===== config.mk =====
export PLATFORM = sky130hd
export DESIGN_NAME = ffm_monitor_top
export DESIGN_NICKNAME = d
export VERILOG_FILES = /design/src/core/ffm_pkg.sv /design/src/core/ffm_frame_if.sv /design/src/core/ffm_frame_shifter.sv /design/src/core/ffm_monitor_top.sv
export VERILOG_INCLUDE_DIRS = /design/src /design/src/core
export SDC_FILE = /design/constraint.sdc
export NUM_CORES = 1
export LEC_CHECK = 0
export ABC_AREA = 1
export BUFFER_PORTS_ARGS = -buffer_cell sky130_fd_sc_hd__buf_2
export CAP_MARGIN = 25
export CORE_AREA = 2 2 108 110
export DETAILED_ROUTE_END_ITERATION = 7
export DIE_AREA = 0 0 110 112
export GPL_TIMING_DRIVEN = 0
export PLACE_DENSITY = 0.51
export SLEW_MARGIN = 20
export SYNTH_ARGS = -nofsm -noshare
export SYNTH_HDL_FRONTEND = slang
export SYNTH_HIERARCHICAL = 1
export SYNTH_SLANG_ARGS = --single-unit

===== constraint.sdc =====
create_clock -name REF_CLK -period 2.25 [get_ports REF_CLK]
set_input_delay 0.5625 -clock REF_CLK [delete_from_list [all_inputs] [get_ports REF_CLK]]
set_output_delay 0.5625 -clock REF_CLK [all_outputs]
set_load 0.01 [all_outputs]

===== src/core/ffm_defines.svh =====
// Constants for the field fault monitor and chain serializer
// What this block does
// [RL1] Supply and temperature monitors update flags continuously, needing no host request.
// [RL2] Supply below the upper alarm trip level drives the supply warning flag to 0.
// [RL3] The supply warning flag never raises the alarm output.
// [RL4] Supply above the upper alarm clear level returns the warning flag to 1.
// [RL5] Supply below the lower trip level clears the low-alarm flag and raises alarm.
// [RL6] Supply above the lower clear level sets the low-alarm flag and drops alarm.
// [RL7] Die temperature above the alarm level sets the overtemp flag and raises alarm.
// [RL8] Overtemp flag and alarm clear only below alarm level minus hysteresis.
// [RL9] Above shutdown temperature the serializer and field regulator are disabled.
// [RL10] Field supply tied to the 5V logic rail reports both supply flags active.
// [RL11] Serial data from a downstream chained device enters the chain serial input.
// [RL12] An isolated SPI clock copy is driven out for every chained device.
// [RL13] An isolated chip-select copy is driven out for every chained device.
// [RL14] Alarm output is active high for low field supply or overtemperature.
// [RL15] 16-bit frames send eight input states, then CRC and three flags.
// [RL16] Flags are captured into the frame when inputs latch at chip-select fall.
`ifndef FFM_DEFINES_SVH
`define FFM_DEFINES_SVH

`define FFM_IN_WIDTH      8
`define FFM_FRAME_WIDTH   16
`define FFM_CRC_WIDTH     5
`define FFM_CRC_POLY      5'h15
`define FFM_CRC_INIT      5'h00
`define FFM_PAD_BYTE      8'hff

// Bit positions inside the vector of pin inputs that pass the synchroniser
`define FFM_SYNC_WIDTH    20
`define FFM_S_IN_LSB      0
`define FFM_S_MODE        8
`define FFM_S_SCLK        9
`define FFM_S_CS_N        10
`define FFM_S_CHAIN       11
`define FFM_S_UP_TRIP     12
`define FFM_S_UP_CLEAR    13
`define FFM_S_LO_TRIP     14
`define FFM_S_LO_CLEAR    15
`define FFM_S_T_ALARM     16
`define FFM_S_T_HYS_LOW   17
`define FFM_S_THERMAL_SHUTDOWN_LEVEL      18
`define FFM_S_TIED        19
`define FFM_SYNC_RST_VAL  20'h00400

// Flag reset values: supply healthy, no overtemperature
`define FFM_WARN_RST      1'b1
`define FFM_LOW_RST       1'b1
`define FFM_OT_RST        1'b0

`endif


===== src/core/ffm_pkg.sv =====
// Types shared by the field fault monitor modules
package ffm_pkg;

    typedef enum logic {FFM_MODE_16, FFM_MODE_8} ffm_mode_t;

    typedef enum logic [1:0] {FFM_IDLE, FFM_ACTIVE, FFM_HALT} ffm_link_state_t;

    typedef struct packed {
        logic low_alarm;
        logic overtemp;
        logic warning;
    } ffm_flags_t;

endpackage


===== src/core/ffm_frame_if.sv =====
// Carrier between the monitor top and the frame shifter
`timescale 1ns/100ps
interface ffm_frame_if;
    import ffm_pkg::*;
    logic        load;
    logic        shift;
    logic [15:0] word;
    ffm_mode_t   mode;
    logic        chain_bit;
    logic        msb;

    modport ctrl (
        output load,
        output shift,
        output word,
        output mode,
        output chain_bit,
        input  msb
    );
    modport shifter (
        input  load,
        input  shift,
        input  word,
        input  mode,
        input  chain_bit,
        output msb
    );
endinterface


===== src/core/ffm_frame_shifter.sv =====
// Frame shift register: parallel load, MSB out, chain data in at the tail
`timescale 1ns/100ps
`include "ffm_defines.svh"
module ffm_frame_shifter
    import ffm_pkg::*;
(
    input  wire logic  clk,
    input  wire logic  rst_n,
    ffm_frame_if.shifter fr
);

    logic [`FFM_FRAME_WIDTH-1:0] shreg_r;
    logic [`FFM_FRAME_WIDTH-1:0] shreg_nxt;

    // In 8-bit mode the tail sits at bit 8 so chained data follows IN1 directly
    always_comb begin
        shreg_nxt = shreg_r;
        if (fr.load) begin
            shreg_nxt = fr.word;
        end else if (fr.shift) begin
            shreg_nxt = {shreg_r[`FFM_FRAME_WIDTH-2:0], fr.chain_bit}; // [RL11]
            if (fr.mode == FFM_MODE_8) begin
                shreg_nxt[`FFM_IN_WIDTH] = fr.chain_bit; // [RL11]
            end
        end
    end

    always_ff @(posedge clk or negedge rst_n) begin
        if (!rst_n) begin
            shreg_r <= {`FFM_FRAME_WIDTH{1'b1}};
        end else begin
            shreg_r <= shreg_nxt;
        end
    end

    assign fr.msb = shreg_r[`FFM_FRAME_WIDTH-1];
endmodule


===== src/core/ffm_monitor_top.sv =====
// Field fault monitor, alarm output and chained SPI serializer
`timescale 1ns/100ps
`include "ffm_defines.svh"
module ffm_monitor_top
    import ffm_pkg::*;
(
    input  wire logic       REF_CLK,
    input  wire logic       RESETN,
    input  wire logic [7:0] FIELD_IN,
    input  wire logic       FRAME_LENGTH_SELECT,
    input  wire logic       SPI_CLK,
    input  wire logic       SPI_CS_N,
    output logic            SPI_DOUT,
    input  wire logic       CHAIN_SERIAL_INPUT,
    output logic            CHAIN_CLOCK_OUTPUT,
    output logic            CHAIN_SELECT_OUTPUT,
    input  wire logic       SUPPLY_BELOW_UPPER_TRIP,
    input  wire logic       SUPPLY_ABOVE_UPPER_CLEAR,
    input  wire logic       SUPPLY_BELOW_LOWER_TRIP,
    input  wire logic       SUPPLY_ABOVE_LOWER_CLEAR,
    input  wire logic       TEMP_ABOVE_ALARM,
    input  wire logic       TEMP_BELOW_ALARM_HYS,
    input  wire logic       TEMP_ABOVE_SHUTDOWN,
    input  wire logic       FIELD_SUPPLY_TIED_LOGIC,
    output logic            ALARM,
    output logic            SUPPLY_LOW_ALARM_FLAG,
    output logic            SUPPLY_WARNING_FLAG,
    output logic            OVERTEMP_FLAG,
    output logic            THERMAL_SHUTDOWN
);

    ////////////////////////////////////////////////////////////////////////////
    // Pin synchronisers

    logic [`FFM_SYNC_WIDTH-1:0] pins_raw;
    logic [`FFM_SYNC_WIDTH-1:0] meta_r;
    logic [`FFM_SYNC_WIDTH-1:0] sync_r;
    localparam logic [`FFM_SYNC_WIDTH-1:0] SYNC_RST = `FFM_SYNC_RST_VAL;

    assign pins_raw = {FIELD_SUPPLY_TIED_LOGIC, TEMP_ABOVE_SHUTDOWN, TEMP_BELOW_ALARM_HYS,
                       TEMP_ABOVE_ALARM, SUPPLY_ABOVE_LOWER_CLEAR, SUPPLY_BELOW_LOWER_TRIP,
                       SUPPLY_ABOVE_UPPER_CLEAR, SUPPLY_BELOW_UPPER_TRIP, CHAIN_SERIAL_INPUT,
                       SPI_CS_N, SPI_CLK, FRAME_LENGTH_SELECT, FIELD_IN};

    // Monitor comparators and the SPI link both run off their own timing
    genvar gi;
    generate
        for (gi = 0; gi < `FFM_SYNC_WIDTH; gi++) begin : g_sync
            always_ff @(posedge REF_CLK or negedge RESETN) begin
                if (!RESETN) begin
                    meta_r[gi] <= SYNC_RST[gi];
                    sync_r[gi] <= SYNC_RST[gi];
                end else begin
                    meta_r[gi] <= pins_raw[gi];
                    sync_r[gi] <= meta_r[gi];
                end
            end
        end
    endgenerate

    logic [7:0] in_s;
    logic       sclk_s;
    logic       cs_n_s;
    logic       chain_s;
    logic       up_trip_s;
    logic       up_clear_s;
    logic       lo_trip_s;
    logic       lo_clear_s;
    logic       t_alarm_s;
    logic       t_hys_low_s;
    logic       thermal_shutdown_level_s;
    logic       tied_s;
    ffm_mode_t  mode_s;

    assign in_s        = sync_r[`FFM_S_IN_LSB +: `FFM_IN_WIDTH];
    assign sclk_s      = sync_r[`FFM_S_SCLK];
    assign cs_n_s      = sync_r[`FFM_S_CS_N];
    assign chain_s     = sync_r[`FFM_S_CHAIN];
    assign up_trip_s   = sync_r[`FFM_S_UP_TRIP];
    assign up_clear_s  = sync_r[`FFM_S_UP_CLEAR];
    assign lo_trip_s   = sync_r[`FFM_S_LO_TRIP];
    assign lo_clear_s  = sync_r[`FFM_S_LO_CLEAR];
    assign t_alarm_s   = sync_r[`FFM_S_T_ALARM];
    assign t_hys_low_s = sync_r[`FFM_S_T_HYS_LOW];
    assign thermal_shutdown_level_s    = sync_r[`FFM_S_THERMAL_SHUTDOWN_LEVEL];
    assign tied_s      = sync_r[`FFM_S_TIED];
    assign mode_s      = sync_r[`FFM_S_MODE] ? FFM_MODE_8 : FFM_MODE_16;

    ////////////////////////////////////////////////////////////////////////////
    // Diagnostic flags, tracked every cycle

    logic warn_r;
    logic low_r;
    logic overtemp_r;
    logic shdn_r;
    logic alarm_r;

    // Comparator pairs give the hysteresis; a trip level wins over its clear level
    always_ff @(posedge REF_CLK or negedge RESETN) begin
        if (!RESETN) begin
            warn_r <= `FFM_WARN_RST;
        end else if (tied_s || up_trip_s) begin
            warn_r <= 1'b0; // [RL1] [RL2] [RL10]
        end else if (up_clear_s) begin
            warn_r <= 1'b1; // [RL4]
        end
    end

    always_ff @(posedge REF_CLK or negedge RESETN) begin
        if (!RESETN) begin
            low_r <= `FFM_LOW_RST;
        end else if (tied_s || lo_trip_s) begin
            low_r <= 1'b0; // [RL1] [RL5] [RL10]
        end else if (lo_clear_s) begin
            low_r <= 1'b1; // [RL6]
        end
    end

    // Overtemp keeps its meaning even with the supply tied low
    always_ff @(posedge REF_CLK or negedge RESETN) begin
        if (!RESETN) begin
            overtemp_r <= `FFM_OT_RST;
        end else if (t_alarm_s) begin
            overtemp_r <= 1'b1; // [RL1] [RL7]
        end else if (t_hys_low_s) begin
            overtemp_r <= 1'b0; // [RL8]
        end
    end

    // Shutdown releases at the same margin as the overtemp flag
    always_ff @(posedge REF_CLK or negedge RESETN) begin
        if (!RESETN) begin
            shdn_r <= 1'b0;
        end else if (thermal_shutdown_level_s) begin
            shdn_r <= 1'b1; // [RL9]
        end else if (t_hys_low_s) begin
            shdn_r <= 1'b0;
        end
    end

    // The warning flag is left out here: it is an early notice, not a fault
    always_ff @(posedge REF_CLK or negedge RESETN) begin
        if (!RESETN) begin
            alarm_r <= 1'b0;
        end else begin
            alarm_r <= !low_r || overtemp_r; // [RL3] [RL5] [RL6] [RL7] [RL8] [RL14]
        end
    end

    assign ALARM                 = alarm_r;
    assign SUPPLY_LOW_ALARM_FLAG = low_r;
    assign SUPPLY_WARNING_FLAG   = warn_r;
    assign OVERTEMP_FLAG         = overtemp_r;
    assign THERMAL_SHUTDOWN      = shdn_r;

    ////////////////////////////////////////////////////////////////////////////
    // Link control and frame build

    logic            sclk_prev_r;
    logic            cs_n_prev_r;
    logic            cs_fall;
    logic            sclk_fall;
    ffm_link_state_t state_r;
    ffm_link_state_t state_nxt;
    ffm_flags_t      flags_now;
    logic [4:0]      crc_now;
    logic [15:0]     word_now;
    logic            dout_r;
    logic            chain_clk_r;
    logic            chain_cs_r;

    always_ff @(posedge REF_CLK or negedge RESETN) begin
        if (!RESETN) begin
            sclk_prev_r <= 1'b0;
            cs_n_prev_r <= 1'b1;
        end else begin
            sclk_prev_r <= sclk_s;
            cs_n_prev_r <= cs_n_s;
        end
    end

    assign cs_fall   = cs_n_prev_r && !cs_n_s;
    assign sclk_fall = sclk_prev_r && !sclk_s;

    function automatic logic [4:0] crc5(input logic [10:0] data);
        logic [4:0] c;
        logic       fb;
        c = `FFM_CRC_INIT;
        for (int i = 10; i >= 0; i--) begin
            fb = c[4] ^ data[i];
            c  = {c[3:0], 1'b0};
            if (fb) begin
                c = c ^ `FFM_CRC_POLY;
            end
        end
        return c;
    endfunction

    assign flags_now = '{low_alarm: low_r, overtemp: overtemp_r, warning: warn_r};
    assign crc_now   = crc5({in_s, flags_now});

    always_comb begin
        if (mode_s == FFM_MODE_16) begin
            word_now = {in_s, crc_now, flags_now}; // [RL15]
        end else begin
            word_now = {in_s, `FFM_PAD_BYTE};
        end
    end

    always_comb begin
        state_nxt = state_r;
        case (state_r)
            FFM_IDLE: begin
                if (shdn_r) begin
                    state_nxt = FFM_HALT;
                end else if (cs_fall) begin
                    state_nxt = FFM_ACTIVE;
                end
            end
            FFM_ACTIVE: begin
                if (shdn_r) begin
                    state_nxt = FFM_HALT; // [RL9]
                end else if (cs_n_s) begin
                    state_nxt = FFM_IDLE;
                end
            end
            FFM_HALT: begin
                if (!shdn_r && cs_n_s) begin
                    state_nxt = FFM_IDLE;
                end
            end
            default: state_nxt = FFM_IDLE;
        endcase
    end

    always_ff @(posedge REF_CLK or negedge RESETN) begin
        if (!RESETN) begin
            state_r <= FFM_IDLE;
        end else begin
            state_r <= state_nxt;
        end
    end

    ffm_frame_if frame ();

    // Inputs and flags are both taken from the same cycle, so the CRC matches
    assign frame.load      = (state_r == FFM_IDLE) && cs_fall && !shdn_r; // [RL16]
    assign frame.shift     = (state_r == FFM_ACTIVE) && sclk_fall && !cs_n_s;
    assign frame.word      = word_now;
    assign frame.mode      = mode_s;
    assign frame.chain_bit = chain_s; // [RL11]

    ffm_frame_shifter i_ffm_frame_shifter (
        .clk   (REF_CLK),
        .rst_n (RESETN),
        .fr    (frame.shifter)
    );

    always_ff @(posedge REF_CLK or negedge RESETN) begin
        if (!RESETN) begin
            dout_r <= 1'b1;
        end else begin
            // Shutdown mutes the line in its first cycle, before the state has left the frame
            dout_r <= (state_r == FFM_ACTIVE && !shdn_r) ? frame.msb : 1'b1; // [RL9] [RL15]
        end
    end

    // Chained parts see the same clock and select; both idle in shutdown
    always_ff @(posedge REF_CLK or negedge RESETN) begin
        if (!RESETN) begin
            chain_clk_r <= 1'b0;
            chain_cs_r  <= 1'b1;
        end else begin
            chain_clk_r <= shdn_r ? 1'b0 : sclk_s; // [RL9] [RL12]
            chain_cs_r  <= shdn_r ? 1'b1 : cs_n_s; // [RL9] [RL13]
        end
    end

    assign SPI_DOUT            = dout_r;
    assign CHAIN_CLOCK_OUTPUT  = chain_clk_r;
    assign CHAIN_SELECT_OUTPUT = chain_cs_r;
endmodule


==> results.tsv <==
stage	metric	value	unit
job	drv_cap	0	
layout	diodes	0	
floorplanning	die_x	110	µm
synthesis	synthTopCellsByArea	dfrtp_1 41%, dfstp_2 22%, nand2_1 12%	
placed_design	place_congestion	0.745	
layout	fillCellCount	1093	
timing	hold_viol	0	
worst_setup_path	path_cells	inv_2 > xnor3_2 > nand2_4 > nand2_2 > nand2_2 > nand2_1 > nand2_2 > nand2_4 > buf_4 > buf_4 > a21oi_2 > o21ai_1 > nand2_1 > nand3_1	
clock_network	cts_max_level	3	
synthesis	yosysMostFrequentCell	nand2_1	
synthesis	synthCells	261	
clock_network	cts_root_buffer	clkbuf_16	
timing	finalCriticalPeriod	2.15	ns
worst_setup_path	path_class	register to register	
synthesis	synth_compound_area_share	1.82	%
synthesis	yosysWarnings	6	
synthesis	synth-xor-area-share	4.61	%
synthesis	synth_top_area_cell	dfrtp_1	
worst_setup_path	path_depth	14	
min_path	hold_class	input port to async pin	
floorplanning	core-area	0.0112	mm²
worst_setup_path	setup.worst_path.end_class	register	
synthesis	synth_simple_gate_area_share	25.5	%
global_routing	grt_use_total	8.92	%
worst_setup_path	cp_slowest_stage_delay	0.45	ns
timing	clock_skew	0.00378	ns
timing	setup_viol	0	
worst_setup_path	reg2reg_to	i_ffm_frame_shifter/shreg_r[6]$_DFFE_PN1P_	
drt	firstDrtPassIters	4	
synthesis	synthFlopType	dfrtp_1	
synthesis	synthAdderAreaFrac	0	%
synthesis	syn_nets	283	
layout	multi_input_area	0.00108	mm²
synthesis	synth_edf_count	0	
global_routing	grt_pass1_wl	8410	µm
worst_setup_path	cp_max_fo	4	
placed_design	dp_hpwl	3390	µm
power	ir_drop	454	µV
clock_network	cts_hold_buf	0	
worst_setup_path	crit_buf_inv	3	
synthesis	muxShareOfSynthArea	0	%
drt	drt_iter0_markers	79	
worst_setup_path	critical_path.startpoint_type	register	
synthesis	yosysUniqueCellTypes	26	
synthesis	async_flop_share	100	%
timing	slew_headroom	68.8	%
worst_setup_path	cp_top_family	simple AND/OR/NAND/NOR gates	
worst_setup_path	reg2reg_from	in_s[5]$_DFF_PN0_	
timing	fin_crit_sh	95.6	%
power	leakagePower	1.76	nW
drt	drcViolationCount	0	
synthesis	syn_avg_cell_area	10.5	µm²
clock_network	cts_buffers	9	
worst_setup_path	ff2ff_path_depth	14	
synthesis	ys_seq_area_share	63.1	%
run_status	status	complete, no violations	
layout	final-seq-area	0.00174	mm²
layout	area_growth	35.6	%
global_routing	grt-ovfl-total	0	
layout	final_nets	332	
worst_setup_path	crit_slowest_cell	dfrtp_2	
power	power.total	3.96	mW
clock_network	clkTransAtPathRegs	0.05	ns
floorplanning	fp.dieH	112	µm
timing	clock.fmax	465	MHz
timing	hold_slack	0.169	ns
power	power_density	1060	mW/mm²
global_routing	grt_start_max_net_pins	38	
synthesis	yosys-top-cells-count	86 x nand2_1, 45 x dfrtp_1, 27 x nand3_1, 23 x dfstp_2, 22 x inv_1	
drt	post_drt_wl_per_cell	10.9	µm
drt	routed_wl	5000	µm
timing	rsz0062_at_grt	yes	
drt	ant_nets	0	
floorplanning	start_util	24.5	%
synthesis	synth_top_family_by_area	simple AND/OR/NAND/NOR gates	
synthesis	synth-seq-cells	68	
floorplanning	die-area	0.0123	mm²
placed_design	numPortBuffers	29	
global_routing	antenna_found_initial	0	
clock_network	cts_num_sinks	68	
floorplanning	row_count	39	
clock_network	clkLatencyLatePin	0.32	ns
timing	slew_viol_final	0	
synthesis	syn_area	0.00274	mm²
synthesis	synth.top_cell.area_share	41.1	%
global_routing	grt_pass1_vias	1851	
drt	num_vias	1856	
clock_network	tritoncts	done	
drt	vias_per_cell	4.05	
floorplanning	pin_count	30	
worst_setup_path	r2r_slack	0.1	ns
timing	max_slew.worst_pin.slew	0.463	ns
layout	drive_above_1_share	46.3	%
worst_setup_path	required	2.50	ns
worst_setup_path	crit_arrival	2.40	ns
worst_setup_path	cp_common_cell	nand2_2	
clock_network	cts_buffer_depth	2	
[worst max path at each step]
stage | from | endpoint
floorplan | in_s[7]$_DFF_PN0_ | i_ffm_frame_shifter/shreg_r[7]$_DFFE_PN1P_
global placement | in_s[7]$_DFF_PN0_ | i_ffm_frame_shifter/shreg_r[7]$_DFFE_PN1P_
detailed placement | in_s[7]$_DFF_PN0_ | i_ffm_frame_shifter/shreg_r[7]$_DFFE_PN1P_
CTS | in_s[7]$_DFF_PN0_ | i_ffm_frame_shifter/shreg_r[7]$_DFFE_PN1P_
global route | in_s[6]$_DFF_PN0_ | i_ffm_frame_shifter/shreg_r[7]$_DFFE_PN1P_
finish | in_s[5]$_DFF_PN0_ | i_ffm_frame_shifter/shreg_r[6]$_DFFE_PN1P_
[cell type report]
| cell class | instances | share of cell area [%] |
|---|---|---|
| inverter | 26 | 2.76 |
| sequential | 68 | 46.7 |
| clock buffer | 11 | 6.79 |
| tap | 143 | 4.81 |
| clock inverter | 5 | 2.86 |
| timing repair buffer | 38 | 6.12 |
| multi-input combinational | 163 | 28.9 |
| buffer | 4 | 1.04 |
[what timing repair did]
item	CTS	global route
gates resized for setup	0	56
setup endpoints to repair	0	3
setup buffers	0	8
endpoints found under the hold margin	0	0
[cells by family after synthesis]
family / after synthesis
buf+inv: 30
compound gates: 8
simple gates: 148
flops: 68
xor+xnor: 7
[placed cells by master, fill, tap and decap left out, types with 3 or more instances in the layout]
cell	n
buf_2	29
buf_4	9
buf_6	3
bufinv_16	3
clkbuf_16	9
dfrtp_1	40
dfrtp_2	5
dfstp_2	23
inv_1	19
inv_2	5
nand2_1	69
nand2_2	21
nand2_4	13
nand3_1	19
nand3_2	6
nand3_4	6
nand3b_1	4
nor2_1	5
[power breakdown]
group	total [mW]	internal (mW)	switching, mW
clock network	1.64	1.15	0.498
logic	0.693	0.299	0.394
registers	1.62	1.51	0.108
total	3.96	2.96	1.00
[metal layers]
metal	vias to the layer above	share of wire (%)	track usage, %
met5	-	0	0
met4	0	2.5	4.05
met3	11	4.0	3.10
met2	27	52	14.4
met1	895	41	10.6
li1	923	-	-
[sequential cells by signal, summed over array words and instances (netlist names), 2 cells and up]
name	cells
i_ffm_frame_shifter/shreg_r	16
in_s	8
meta_r	20
state_r	2
[stage by stage]
stage | instance area [µm²] | setup WS, ns | setup TNS [ns] | util (%) | instances
global route | 3720 | -0.0623 | -0.162 | 33.3 | 458
finish | 3720 | 0.0988 | 0 | 33.3 | 458
floorplan | 2740 | 0.343 | 0 | - | 261
detailed placement | 3090 | 0.0232 | 0 | 27.6 | 434
global placement | 3070 | 0.106 | 0 | 27.4 | 433
CTS | 3450 | 0.00782 | 0 | 30.9 | 450
(Power assumes the default switching activity.)
